[src/inc/asf_pkg.sv]
package asf_pkg;

	// Register map, byte addresses
	localparam logic [31:0] FILTER_CTRL_ADDR  = 32'hffff0518;
	localparam logic [31:0] FILTER_STAT_ADDR  = 32'hffff0530;
	localparam logic [15:0] FILTER_CTRL_RESET = 16'h0007;

	// Field positions in the filter control register
	localparam int CHOP_BIT     = 15;
	localparam int RUNAVG_BIT   = 14;
	localparam int AF_LSB       = 8;
	localparam int AF_WIDTH     = 6;
	localparam int NOTCH_BIT    = 7;
	localparam int SF_LSB       = 0;
	localparam int SF_WIDTH     = 7;

	// Field positions in the status register
	localparam int ST_SETTLED_BIT = 0;
	localparam int ST_RUNAVG_BIT  = 1;
	localparam int ST_BADPAIR_BIT = 2;
	localparam int ST_RUN_BIT     = 3;
	localparam int ST_WARM_BIT    = 4;

	// Clocks and rates
	localparam int          REF_CLK_HZ = 40_000_000;
	localparam logic [25:0] REF_CLK_MOD = 26'(REF_CLK_HZ);
	localparam int          MOD_HZ     = 512_000;
	localparam int          LP_MOD_HZ  = 131_000;
	localparam logic [25:0] MOD_STEP   = 26'(MOD_HZ);
	localparam logic [25:0] LP_STEP    = 26'(LP_MOD_HZ);

	// Output period figures, in modulator ticks
	localparam int          DECIM_UNIT  = 64;
	localparam int          AF_OFFSET   = 3;
	localparam int          CHOP_EXTRA  = 3;
	localparam logic [6:0]  SF_FORCE60  = 7'h7e;
	localparam logic [6:0]  SF_FORCE50  = 7'h7f;
	localparam int          FORCE60_HZ  = 60;
	localparam int          FORCE50_HZ  = 50;
	localparam logic [19:0] PERIOD_60   = 20'(MOD_HZ / FORCE60_HZ);
	localparam logic [19:0] PERIOD_50   = 20'(MOD_HZ / FORCE50_HZ);

	// Settling, in output periods
	localparam logic [2:0] SETTLE_PLAIN      = 3'h3;
	localparam logic [2:0] SETTLE_RUNAVG     = 3'h4;
	localparam logic [2:0] SETTLE_AF         = 3'h1;
	localparam logic [2:0] SETTLE_AF_RUNAVG  = 3'h2;
	localparam logic [2:0] SETTLE_CHOP       = 3'h2;

	// Pairing limits of decimation against averaging
	localparam logic [6:0] SF_LIMIT_MID  = 7'h20;
	localparam logic [6:0] SF_LIMIT_HIGH = 7'h40;
	localparam logic [5:0] AF_LIMIT_MID  = 6'h07;

	// Start-up delay per enabled converter
	localparam int          WARM_US      = 60;
	localparam logic [12:0] WARM_CYCLES  =
		13'((WARM_US * 64'(REF_CLK_HZ) + 64'd999_999) / 64'd1_000_000);

	typedef struct packed {
		logic       chop;
		logic       runningAverage;
		logic [5:0] averaging_factor;
		logic       second_notch;
		logic [6:0] decimation_ratio_code;
	} asf_cfg_t;

	typedef enum logic [2:0] {
		ST_IDLE = 3'b001,
		ST_WARM = 3'b010,
		ST_RUN  = 3'b100
	} asf_state_t;

endpackage

[src/hdl/asf_filter_ctrl.sv]
// The strobed register port was left to the implementer.
`timescale 1ns/1ps
module asf_filter_ctrl (
	// Clock and reset
	input  wire logic             ref_clk,
	input  wire logic             rst_n,
	// Register port
	input  wire logic [31:0]      regAddr,
	input  wire logic [15:0]      regWdata,
	input  wire logic             regWr,
	input  wire logic             regRd,
	output logic      [15:0]      regRdata,
	// System state
	input  wire logic             lowPower,
	input  wire logic             curEnable,
	input  wire logic             vtEnable,
	// To the converters
	output logic                  convReset,
	output asf_pkg::asf_cfg_t     filterCfg,
	output logic                  modTick,
	output logic                  resultStrobe,
	output logic                  resultSettled
);

	logic [15:0]           ctrlReg;
	asf_pkg::asf_state_t   state;
	asf_pkg::asf_state_t   next_state;
	logic [25:0]           phaseAcc;
	logic [26:0]           next_phase;
	logic [19:0]           periodCnt;
	logic [19:0]           period;
	logic [13:0]           warmCnt;
	logic [13:0]           warmNeed;
	logic [2:0]            settleCnt;
	logic [2:0]            settleNeed;
	logic                  ctrlWrite;
	logic                  ctrlChange;
	logic                  chopOn;
	logic                  runAvgOn;
	logic [5:0]            afVal;
	logic [6:0]            sfVal;
	logic                  badPair;
	logic                  anyEnabled;
	logic [15:0]           statusWord;
	logic [19:0]           basePeriod;
	logic [19:0]           avgPeriod;

	assign ctrlWrite  = regWr && (regAddr == asf_pkg::FILTER_CTRL_ADDR);
	assign ctrlChange = ctrlWrite && (regWdata != ctrlReg);
	assign chopOn     = ctrlReg[asf_pkg::CHOP_BIT];
	assign runAvgOn   = ctrlReg[asf_pkg::RUNAVG_BIT] | chopOn;
	assign afVal      = ctrlReg[asf_pkg::AF_LSB +: asf_pkg::AF_WIDTH];
	assign sfVal      = ctrlReg[asf_pkg::SF_LSB +: asf_pkg::SF_WIDTH];
	assign anyEnabled = curEnable | vtEnable;

	// Control register; a write that changes it restarts everything downstream
	always_ff @(posedge ref_clk) begin
		if (!rst_n) begin
			ctrlReg <= asf_pkg::FILTER_CTRL_RESET;
		end else if (ctrlWrite) begin
			ctrlReg <= regWdata;
		end
	end

	always_ff @(posedge ref_clk) begin
		if (!rst_n) begin
			convReset <= 1'b0;
		end else begin
			convReset <= ctrlChange;
		end
	end

	// Effective configuration seen by the datapath
	always_ff @(posedge ref_clk) begin
		if (!rst_n) begin
			filterCfg <= '0;
		end else begin
			filterCfg.chop                  <= chopOn;
			filterCfg.runningAverage        <= runAvgOn;
			filterCfg.averaging_factor      <= afVal;
			filterCfg.second_notch          <= ctrlReg[asf_pkg::NOTCH_BIT];
			filterCfg.decimation_ratio_code <= sfVal;
		end
	end

	// Pairing check; illegal pairs are flagged only, never blocked
	always_comb begin
		badPair = 1'b0;
		if (sfVal >= asf_pkg::SF_LIMIT_HIGH) begin
			badPair = (afVal != 6'h00);
		end else if (sfVal >= asf_pkg::SF_LIMIT_MID) begin
			badPair = (afVal > asf_pkg::AF_LIMIT_MID);
		end
	end

	// Output period in modulator ticks
	always_comb begin
		basePeriod = 20'(({13'h0000, sfVal} + 20'h00001) * 20'(asf_pkg::DECIM_UNIT));
		avgPeriod  = 20'(basePeriod * (20'(afVal) + 20'(asf_pkg::AF_OFFSET)));
		if (sfVal == asf_pkg::SF_FORCE60) begin
			period = asf_pkg::PERIOD_60;
		end else if (sfVal == asf_pkg::SF_FORCE50) begin
			period = asf_pkg::PERIOD_50;
		end else if (afVal != 6'h00) begin
			period = avgPeriod;
		end else if (chopOn) begin
			period = 20'(avgPeriod + 20'(asf_pkg::CHOP_EXTRA));
		end else begin
			period = basePeriod;
		end
	end

	// Settling length in output periods
	always_comb begin
		if (chopOn) begin
			settleNeed = asf_pkg::SETTLE_CHOP;
		end else if (afVal != 6'h00) begin
			settleNeed = runAvgOn ? asf_pkg::SETTLE_AF_RUNAVG : asf_pkg::SETTLE_AF;
		end else begin
			settleNeed = runAvgOn ? asf_pkg::SETTLE_RUNAVG : asf_pkg::SETTLE_PLAIN;
		end
	end

	// Modulator tick by phase accumulation, since 40 MHz is no integer multiple
	always_comb begin
		next_phase = {1'b0, phaseAcc} + {1'b0, (lowPower ? asf_pkg::LP_STEP
			: asf_pkg::MOD_STEP)};
	end

	always_ff @(posedge ref_clk) begin
		if (!rst_n) begin
			phaseAcc <= '0;
			modTick  <= 1'b0;
		end else if (next_phase >= {1'b0, asf_pkg::REF_CLK_MOD}) begin
			phaseAcc <= 26'(next_phase - {1'b0, asf_pkg::REF_CLK_MOD});
			modTick  <= 1'b1;
		end else begin
			phaseAcc <= next_phase[25:0];
			modTick  <= 1'b0;
		end
	end

	// Start-up delay scales with the number of enabled converters
	assign warmNeed = (curEnable && vtEnable) ? {asf_pkg::WARM_CYCLES, 1'b0}
		: {1'b0, asf_pkg::WARM_CYCLES};

	always_comb begin
		next_state = state;
		unique case (state)
			asf_pkg::ST_IDLE: begin
				if (anyEnabled) begin
					next_state = asf_pkg::ST_WARM;
				end
			end
			asf_pkg::ST_WARM: begin
				if (!anyEnabled) begin
					next_state = asf_pkg::ST_IDLE;
				end else if (warmCnt >= warmNeed - 14'h0001) begin
					next_state = asf_pkg::ST_RUN;
				end
			end
			asf_pkg::ST_RUN: begin
				if (!anyEnabled) begin
					next_state = asf_pkg::ST_IDLE;
				end
			end
			default: begin
				next_state = asf_pkg::ST_IDLE;
			end
		endcase
		if (ctrlChange) begin
			next_state = anyEnabled ? asf_pkg::ST_WARM : asf_pkg::ST_IDLE;
		end
	end

	always_ff @(posedge ref_clk) begin
		if (!rst_n) begin
			state <= asf_pkg::ST_IDLE;
		end else begin
			state <= next_state;
		end
	end

	always_ff @(posedge ref_clk) begin
		if (!rst_n) begin
			warmCnt <= '0;
		end else if (ctrlChange || state != asf_pkg::ST_WARM) begin
			warmCnt <= '0;
		end else begin
			warmCnt <= 14'(warmCnt + 14'h0001);
		end
	end

	// Output period counter; wraps even if a new period is shorter than the count
	always_ff @(posedge ref_clk) begin
		if (!rst_n) begin
			periodCnt    <= '0;
			resultStrobe <= 1'b0;
		end else if (ctrlChange || state != asf_pkg::ST_RUN) begin
			periodCnt    <= '0;
			resultStrobe <= 1'b0;
		end else if (modTick && periodCnt >= period - 20'h00001) begin
			periodCnt    <= '0;
			resultStrobe <= 1'b1;
		end else begin
			periodCnt    <= modTick ? 20'(periodCnt + 20'h00001) : periodCnt;
			resultStrobe <= 1'b0;
		end
	end

	// Settled once the needed number of periods has passed
	always_ff @(posedge ref_clk) begin
		if (!rst_n) begin
			settleCnt     <= '0;
			resultSettled <= 1'b0;
		end else if (ctrlChange || state != asf_pkg::ST_RUN) begin
			settleCnt     <= '0;
			resultSettled <= 1'b0;
		end else if (resultStrobe && !resultSettled) begin
			settleCnt <= 3'(settleCnt + 3'h1);
			if (3'(settleCnt + 3'h1) >= settleNeed) begin
				resultSettled <= 1'b1;
			end
		end
	end

	always_comb begin
		statusWord = '0;
		statusWord[asf_pkg::ST_SETTLED_BIT] = resultSettled;
		statusWord[asf_pkg::ST_RUNAVG_BIT]  = runAvgOn;
		statusWord[asf_pkg::ST_BADPAIR_BIT] = badPair;
		statusWord[asf_pkg::ST_RUN_BIT]     = (state == asf_pkg::ST_RUN);
		statusWord[asf_pkg::ST_WARM_BIT]    = (state == asf_pkg::ST_WARM);
	end

	// Read data valid the cycle after the strobe; unmapped reads zero
	always_ff @(posedge ref_clk) begin
		if (!rst_n) begin
			regRdata <= '0;
		end else if (regRd && regAddr == asf_pkg::FILTER_CTRL_ADDR) begin
			regRdata <= ctrlReg;
		end else if (regRd && regAddr == asf_pkg::FILTER_STAT_ADDR) begin
			regRdata <= statusWord;
		end else begin
			regRdata <= '0;
		end
	end

endmodule

[config.mk]
export PLATFORM = sky130hd
export DESIGN_NAME = asf_filter_ctrl
export DESIGN_NICKNAME = d
export VERILOG_FILES = /design/src/inc/asf_pkg.sv /design/src/hdl/asf_filter_ctrl.sv
export SDC_FILE = /design/constraint.sdc
export NUM_CORES = 1
export LEC_CHECK = 0
export ABC_AREA = 0
export BUFFER_PORTS_ARGS = -buffer_cell sky130_fd_sc_hd__buf_2
export CAP_MARGIN = 0
export CORE_UTILIZATION = 39
export DETAILED_ROUTE_END_ITERATION = 10
export PLACE_DENSITY = 0.58
export SKIP_LAST_GASP = 1
export SLEW_MARGIN = 20
export SYNTH_ARGS = -nofsm -noshare
export SYNTH_HDL_FRONTEND = slang
export SYNTH_SLANG_ARGS = --single-unit
[constraint.sdc]
create_clock -name ref_clk -period 20 [get_ports ref_clk]
set_input_delay 4 -clock ref_clk [delete_from_list [all_inputs] [get_ports ref_clk]]
set_output_delay 4 -clock ref_clk [all_outputs]
set_load 0.05 [all_outputs]
# Word-level counts from Yosys, hierarchy flattened
# Index checks and enable logic that the tools add are counted.
[op_classes]
n_addsub = 10
mul = 1
n_div = 0
magnitude_cmp = 7
eq_ne = 13
n_shift = 0
n_mux = 24
bitwise = 3
n_reduce_logical = 16
[ops]
columns = ["operator", "n"]
rows = [
  ["$mux 20", 4],
  ["$eq 32x32->1 const B", 2],
  ["$add 26x19->27", 1],
  ["$ge 27x26->1 const B", 1],
  ["$mux 26", 1],
  ["$sub 26x26->26 const B", 1],
  ["$mux 3", 8],
  ["$add 20x1->20 const B", 1],
  ["$add 20x2->20 const B", 1],
  ["$ge 20x20->1", 1],
  ["$sub 20x1->20 const B", 1],
  ["$mux 19", 1],
  ["$mux 16", 1],
  ["$ne 16x16->1", 1],
  ["$add 14x1->14 const B", 1],
  ["$eq 7x7->1 const B", 2],
  ["$ge 14x14->1", 1],
  ["$mul 8x7->14", 1],
  ["$sub 13x1->14 const B", 1],
  ["$mux 13", 1],
  ["$ne 3x3->1 const B", 3],
  ["$pmux 3 s3", 1],
  ["$add 7x1->8 const B", 1],
  ["$add 6x2->7 const B", 1],
  ["other kinds (23)", 36],
]
[word_totals]
ff_bits = 118
latch_bits = 0
ram_bits = 0
mem_bits_ro = 0
in_bits = 55
out_inout_bits = 36
elab_cells = 90
memories = 0

# Longest topological paths before layout
[logic_depth]
ltp_word = 11
ltp_mapped = 32
depth_no_buf = 31

# Worst setup path after synthesis
# No wires, ideal clock.
[synth_path]
kind = "input -> register"
start = "in lowPower"
end = "reg phaseAcc[19]"
setup_time_ns = 0.071
arrival_ns = 7.292
t_required_ns = 19.929
slack_ns = 12.637
stages = 15
path_buffers = 0
cell_sequence = "ha_1 o211a_4 a2111o_1 nand2_1 xnor2_1 ha_1 nand3_1 nor2_1 o211ai_1 a2111oi_1 o31ai_1 a221oi_4 o21bai_1 or3_1 a21oi_1"
[synth_between]
elab_chain_len = 4
word_cells_on_any_way = 5
cone_classes = "2 x add/sub; 1 x order compare; 2 x mux"
[synth_lines]
columns = ["item", "line", "source"]
rows = [
  ["start: declaration", "asf_filter_ctrl.sv:14", "input wire logic lowPower,"],
  ["$mux 19 *", "asf_filter_ctrl.sv:126", "next_phase = {1'b0, phaseAcc} + {1'b0, (lowPower ? asf_pkg::LP_STEP"],
  ["$add 26x19->27 *", "asf_filter_ctrl.sv:126", ""],
  ["$sub 26x26->26 / $ge 27x26->1 (equally long branches)", "asf_filter_ctrl.sv:135, asf_filter_ctrl.sv:134", ""],
  ["$mux 26 *", "asf_filter_ctrl.sv:134", "end else if (next_phase >= {1'b0, asf_pkg::REF_CLK_MOD}) begin"],
  ["end signal: assignment", "asf_filter_ctrl.sv:135", "phaseAcc <= 26'(next_phase - {1'b0, asf_pkg::REF_CLK_MOD});"],
  ["end signal: assignment", "asf_filter_ctrl.sv:138", "phaseAcc <= next_phase[25:0];"],
  ["end: declaration", "asf_filter_ctrl.sv:28", "logic [25:0] phaseAcc;"],
]
# Mark *: on every way between the ends. The rest lies on a longest branch, timed or not.
# A chain may end at the register's enable or synchronous reset.

# Worst setup path after layout
[layout_path]
start = "reg ctrlReg[8]"
end = "reg periodCnt[15]"
[layout_between]
elab_chain_len = 11
word_cells_on_any_way = 15
cone_classes = "3 x add/sub; 1 x mul; 1 x order compare; 1 x eq/ne; 4 x mux; 5 x reduce/logical"
[layout_lines]
columns = ["item", "line", "source"]
rows = [
  ["start: declaration", "asf_filter_ctrl.sv:25", "logic [15:0] ctrlReg;"],
  ["start signal: assignment", "asf_filter_ctrl.sv:59", "ctrlReg <= asf_pkg::FILTER_CTRL_RESET;"],
  ["start signal: assignment", "asf_filter_ctrl.sv:61", "ctrlReg <= regWdata;"],
  ["$add 6x2->7", "asf_filter_ctrl.sv:99", "avgPeriod = 20'(basePeriod * (20'(afVal) + 20'(asf_pkg::AF_OFFSET)));"],
  ["$mul 8x7->14", "asf_filter_ctrl.sv:99", ""],
  ["$add 20x2->20", "asf_filter_ctrl.sv:107", "period = 20'(avgPeriod + 20'(asf_pkg::CHOP_EXTRA));"],
  ["$mux 20", "asf_filter_ctrl.sv:106", "end else if (chopOn) begin"],
  ["$mux 20", "asf_filter_ctrl.sv:104", "end else if (afVal != 6'h00) begin"],
  ["$mux 20", "asf_filter_ctrl.sv:102", "end else if (sfVal == asf_pkg::SF_FORCE50) begin"],
  ["$mux 20", "asf_filter_ctrl.sv:100", "if (sfVal == asf_pkg::SF_FORCE60) begin"],
  ["$sub 20x1->20", "asf_filter_ctrl.sv:202", "end else if (modTick && periodCnt >= period - 20'h00001) begin"],
  ["$ge 20x20->1", "asf_filter_ctrl.sv:202", ""],
  ["$logic_and 1x1->1", "asf_filter_ctrl.sv:202", ""],
  ["$reduce_or 3->1 (no line) *", "n/a", ""],
  ["end signal: assignment", "asf_filter_ctrl.sv:206", "periodCnt <= modTick ? 20'(periodCnt + 20'h00001) : periodCnt;"],
  ["end: declaration", "asf_filter_ctrl.sv:30", "logic [19:0] periodCnt;"],
]
# Marked as above.

==> impl_metrics.sql <==
INSERT INTO impl_metrics (metric_group, metric, value, unit) VALUES
('sta', 'max_freq', '123', 'MHz'),
('global_route', 'grt.total_usage', '19.5', '%'),
('sta', 'setup_viol', '0', ''),
('routing', 'post-route-drc-count', '0', ''),
('placement', 'io_buffer_count', '90', ''),
('worst_hold_path', 'min_delay_path_depth', '1', ''),
('clock_tree', 'cts-buffers-inserted', '17', ''),
('routing', 'totalWireLength', '20600', 'um'),
('synthesis', 'number_of_distinct_library_cell_variants_in_the_gate_level_netlist_after_synthesis', '73', ''),
('clock_tree', 'clock_sink_count', '115', ''),
('routing', 'ant_nets', '0', ''),
('clock_tree', 'clk_latency', '0.42', 'ns'),
('synthesis', 'synth_seq_area_share', '26.9', '%'),
('setup_path', 'arrival', '8.48', 'ns'),
('synthesis', 'synthesized_area', '8570', 'um2'),
('routing', 'routedWlPerCell', '14.9', 'um'),
('floorplanning', 'placementRows', '53', ''),
('power', 'leakage_power', '4.47', 'nW'),
('floorplanning', 'floorplan.die.height', '150', 'um'),
('sta', 'slew_headroom', '38.8', '%'),
('global_route', 'grtUsageMet1', '27.4', '%'),
('synthesis', 'synth_warnings', '0', ''),
('global_route', 'most_crowded_layer_gr', 'met2', ''),
('placement', 'dpl_worst_slack', '11.83', 'ns'),
('placement', 'place_congestion', '0.840', ''),
('global_route', 'gr-total-overflow', '0', ''),
('floorplanning', 'pin_count', '91', ''),
('power', 'p_int', '0.539', 'mW'),
('clock_tree', 'reg_clk_slew_reported_paths', '0.06', 'ns'),
('setup_path', 'r2r_end', 'periodCnt[15]', ''),
('synthesis', 'synth_edf_count', '0', ''),
('synthesis', 'postSynthCellCount', '1013', ''),
('power', 'power_density', '82.3', 'nW/um2'),
('global_route', 'first_pass_grt_wire_length', '34700', 'um'),
('floorplanning', 'initial_core_util', '40.3', '%'),
('job', 'max_cap_viol_count', '0', ''),
('clock_tree', 'tritoncts', 'yes', ''),
('sta', 'final.setup.tns', '0', 'ns'),
('global_route', 'antenna_found_initial', '0', ''),
('global_route', 'number_of_global_route_vias_before_repair', '6817', ''),
('sta', 'fin_crit_sh', '40.8', '%'),
('sta', 'finalMaxSlewViolations', '0', ''),
('power', 'power.combinational.fraction', '29.2', '%'),
('routing', 'vias', '7157', ''),
('synthesis', 'synth-seq-cells', '115', ''),
('clock_tree', 'clock_path_buffers', '2', ''),
('clock_tree', 'post-cts-setup-buffers', '0', ''),
('setup_path', 'crit_type', 'reg -> reg', ''),
('setup_path', 'crit_slowest_cell', 'sky130_fd_sc_hd__nand4_1', ''),
('setup_path', 'reg2reg_slack', '11.85', 'ns'),
('synthesis', 'synth_flop_cell', 'sky130_fd_sc_hd__dfxtp_1', ''),
('power', 'switching_share', '33.9', '%'),
('outcome', 'result_of_the_run', 'finished clean', ''),
('synthesis', 'synthesis.area_per_instance', '8.46', 'um2'),
('setup_path', 'worst-endpoint-required', '20.33', 'ns'),
('finish', 'final_cell_mix', '158 x sky130_fd_sc_hd__nor2_1, 115 x sky130_fd_sc_hd__dfxtp_1, 90 x sky130_fd_sc_hd__buf_2', ''),
('clock_tree', 'root_buffer', 'sky130_fd_sc_hd__clkbuf_16', ''),
('power', 'power.share.sequential', '31.4', '%'),
('finish', 'antenna_diode_count', '0', ''),
('global_route', 'gr-usage-met3', '3.27', '%'),
('global_route', 'use_met2', '30.7', '%'),
('finish', 'drive_above_1_share', '14.4', '%'),
('finish', 'syn_to_final_growth', '15.6', '%'),
('synthesis', 'syn-num-nets', '1181', ''),
('worst_hold_path', 'hold_path_end', 'warmCnt[0]', ''),
('routing', 'vias_per_cell', '5.17', ''),
('sta', 'setup_skew_after_layout', '0.0132', 'ns'),
('placement', 'detailed_place_hpwl', '15900', 'um'),
('setup_path', 'critical_path.max_fanout', '20', ''),
('setup_path', 'rr_startpoint', 'ctrlReg[8]', ''),
('clock_tree', 'htree_num_levels', '4', '');
-- critical path, delay by kind of cell, from the launching register on --
| family | cells | cell delay (ns) |
|---|---|---|
| fa+ha+maj | 7 | 2.95 |
| simple gates | 11 | 2.63 |
| compound gates | 6 | 1.30 |
| flops | 1 | 0.61 |
| buf+inv | 4 | 0.33 |
| xor+xnor | 1 | 0.24 |
-- cell usage after synthesis, types with 3 or more instances --
cell,n,share of area (%)
sky130_fd_sc_hd__nor2_1,159,7.0
sky130_fd_sc_hd__dfxtp_1,115,27
sky130_fd_sc_hd__ha_1,84,12
sky130_fd_sc_hd__xor2_1,69,7.1
sky130_fd_sc_hd__nand2_1,62,2.7
sky130_fd_sc_hd__inv_1,57,2.5
sky130_fd_sc_hd__a21oi_1,41,2.4
sky130_fd_sc_hd__xnor2_1,38,3.9
sky130_fd_sc_hd__fa_1,29,6.8
sky130_fd_sc_hd__o21ai_0,28,1.6
sky130_fd_sc_hd__and2_1,26,1.9
sky130_fd_sc_hd__nand3_1,26,1.5
sky130_fd_sc_hd__clkbuf_1,25,1.1
sky130_fd_sc_hd__nand4_1,24,1.8
sky130_fd_sc_hd__a21o_1,20,1.8
sky130_fd_sc_hd__mux2i_1,19,2.2
sky130_fd_sc_hd__nor3_1,18,1.1
sky130_fd_sc_hd__and3_1,13,0.95
sky130_fd_sc_hd__nand2b_1,13,0.95
sky130_fd_sc_hd__nor2b_1,13,0.95
sky130_fd_sc_hd__or2_2,13,0.95
sky130_fd_sc_hd__o211ai_1,9,0.79
sky130_fd_sc_hd__a211oi_1,8,0.70
sky130_fd_sc_hd__nor4_1,8,0.58
sky130_fd_sc_hd__o31ai_1,8,0.70
sky130_fd_sc_hd__and4_1,5,0.51
sky130_fd_sc_hd__nand4b_1,5,0.51
sky130_fd_sc_hd__a31oi_1,4,0.29
sky130_fd_sc_hd__buf_2,4,0.23
sky130_fd_sc_hd__nand3b_1,4,0.35
sky130_fd_sc_hd__o2111ai_1,4,0.41
sky130_fd_sc_hd__o21a_1,4,0.35
sky130_fd_sc_hd__o21bai_1,4,0.35
sky130_fd_sc_hd__or3_1,4,0.29
sky130_fd_sc_hd__a211o_1,3,0.31
-- power groups by stage --
stage,combinational (mW),sequential (mW),clock [mW]
2_1_floorplan,0.185,0.256,0
3_5_place_dp,0.233,0.260,0
3_3_place_gp,0.236,0.261,0
5_1_grt,0.265,0.258,0.339
6_report,0.238,0.256,0.321
4_1_cts,0.236,0.256,0.326
-- kinds of logic (layout without fill, tap and decap cells) --
| group | Yosys count | count (layout) | share of synthesized area, % |
|---|---|---|---|
| adder cells (fa/ha/maj) | 113 | 113 | 19.0 |
| multiplexers | 19 | 19 | 2.22 |
| AND/OR/NAND/NOR | 410 | 410 | 23.7 |
| flip-flops | 115 | 115 | 26.9 |
| AO/OA/AOI/OAI | 162 | 162 | 13.3 |
| buffers and inverters | 87 | 184 | 3.87 |
| XOR/XNOR | 107 | 107 | 10.9 |
-- how the worst max path moves through the flow --
stage,startpoint,endpoint,depth (start not counted)
final,ctrlReg[8],periodCnt[15],29
after global routing,ctrlReg[8],periodCnt[12],29
after CTS,ctrlReg[8],periodCnt[16],29
after detailed placement,ctrlReg[8],periodCnt[16],29
after global placement,ctrlReg[8],periodCnt[19],29
after floorplan,lowPower,phaseAcc[19],15
-- per-layer routing --
layer | share of wire [%] | vias up
li1 | - | 3670
met1 | 51 | 3326
met5 | 0 | -
met4 | 1.4 | 0
met3 | 3.9 | 21
met2 | 44 | 140
-- final cells by class --
| class | count | area, um2 | area share [%] |
|---|---|---|---|
| flip-flops and latches | 115 | 2300 | 23.2 |
| well taps | 275 | 344 | 3.47 |
| inverters | 57 | 214 | 2.16 |
| multi-input cells | 811 | 5940 | 59.9 |
| clock inverters | 12 | 155 | 1.57 |
| repair buffers | 95 | 488 | 4.92 |
| clock buffers | 20 | 467 | 4.71 |
-- sequential cells by signal (all words and copies together), names as in the netlist, 3 cells and up --
name       cells
periodCnt     20
ctrlReg       16
state          3
phaseAcc      23
filterCfg     16
regRdata      16
warmCnt       14
settleCnt      3
-- per-stage QoR --
stage	util (%)	power, mW	hold slack [ns]	instance area, um2	cells
after floorplan	-	0.440	0.430	8570	1013
after global placement	43.6	0.496	0.450	9290	1353
after detailed placement	43.6	0.494	0.462	9290	1353
after CTS	46.6	0.817	0.476	9910	1385
after global routing	46.6	0.862	0.520	9910	1385
final	46.6	0.815	0.478	9910	1385
Note: power is estimated with default switching activity, not from simulation.
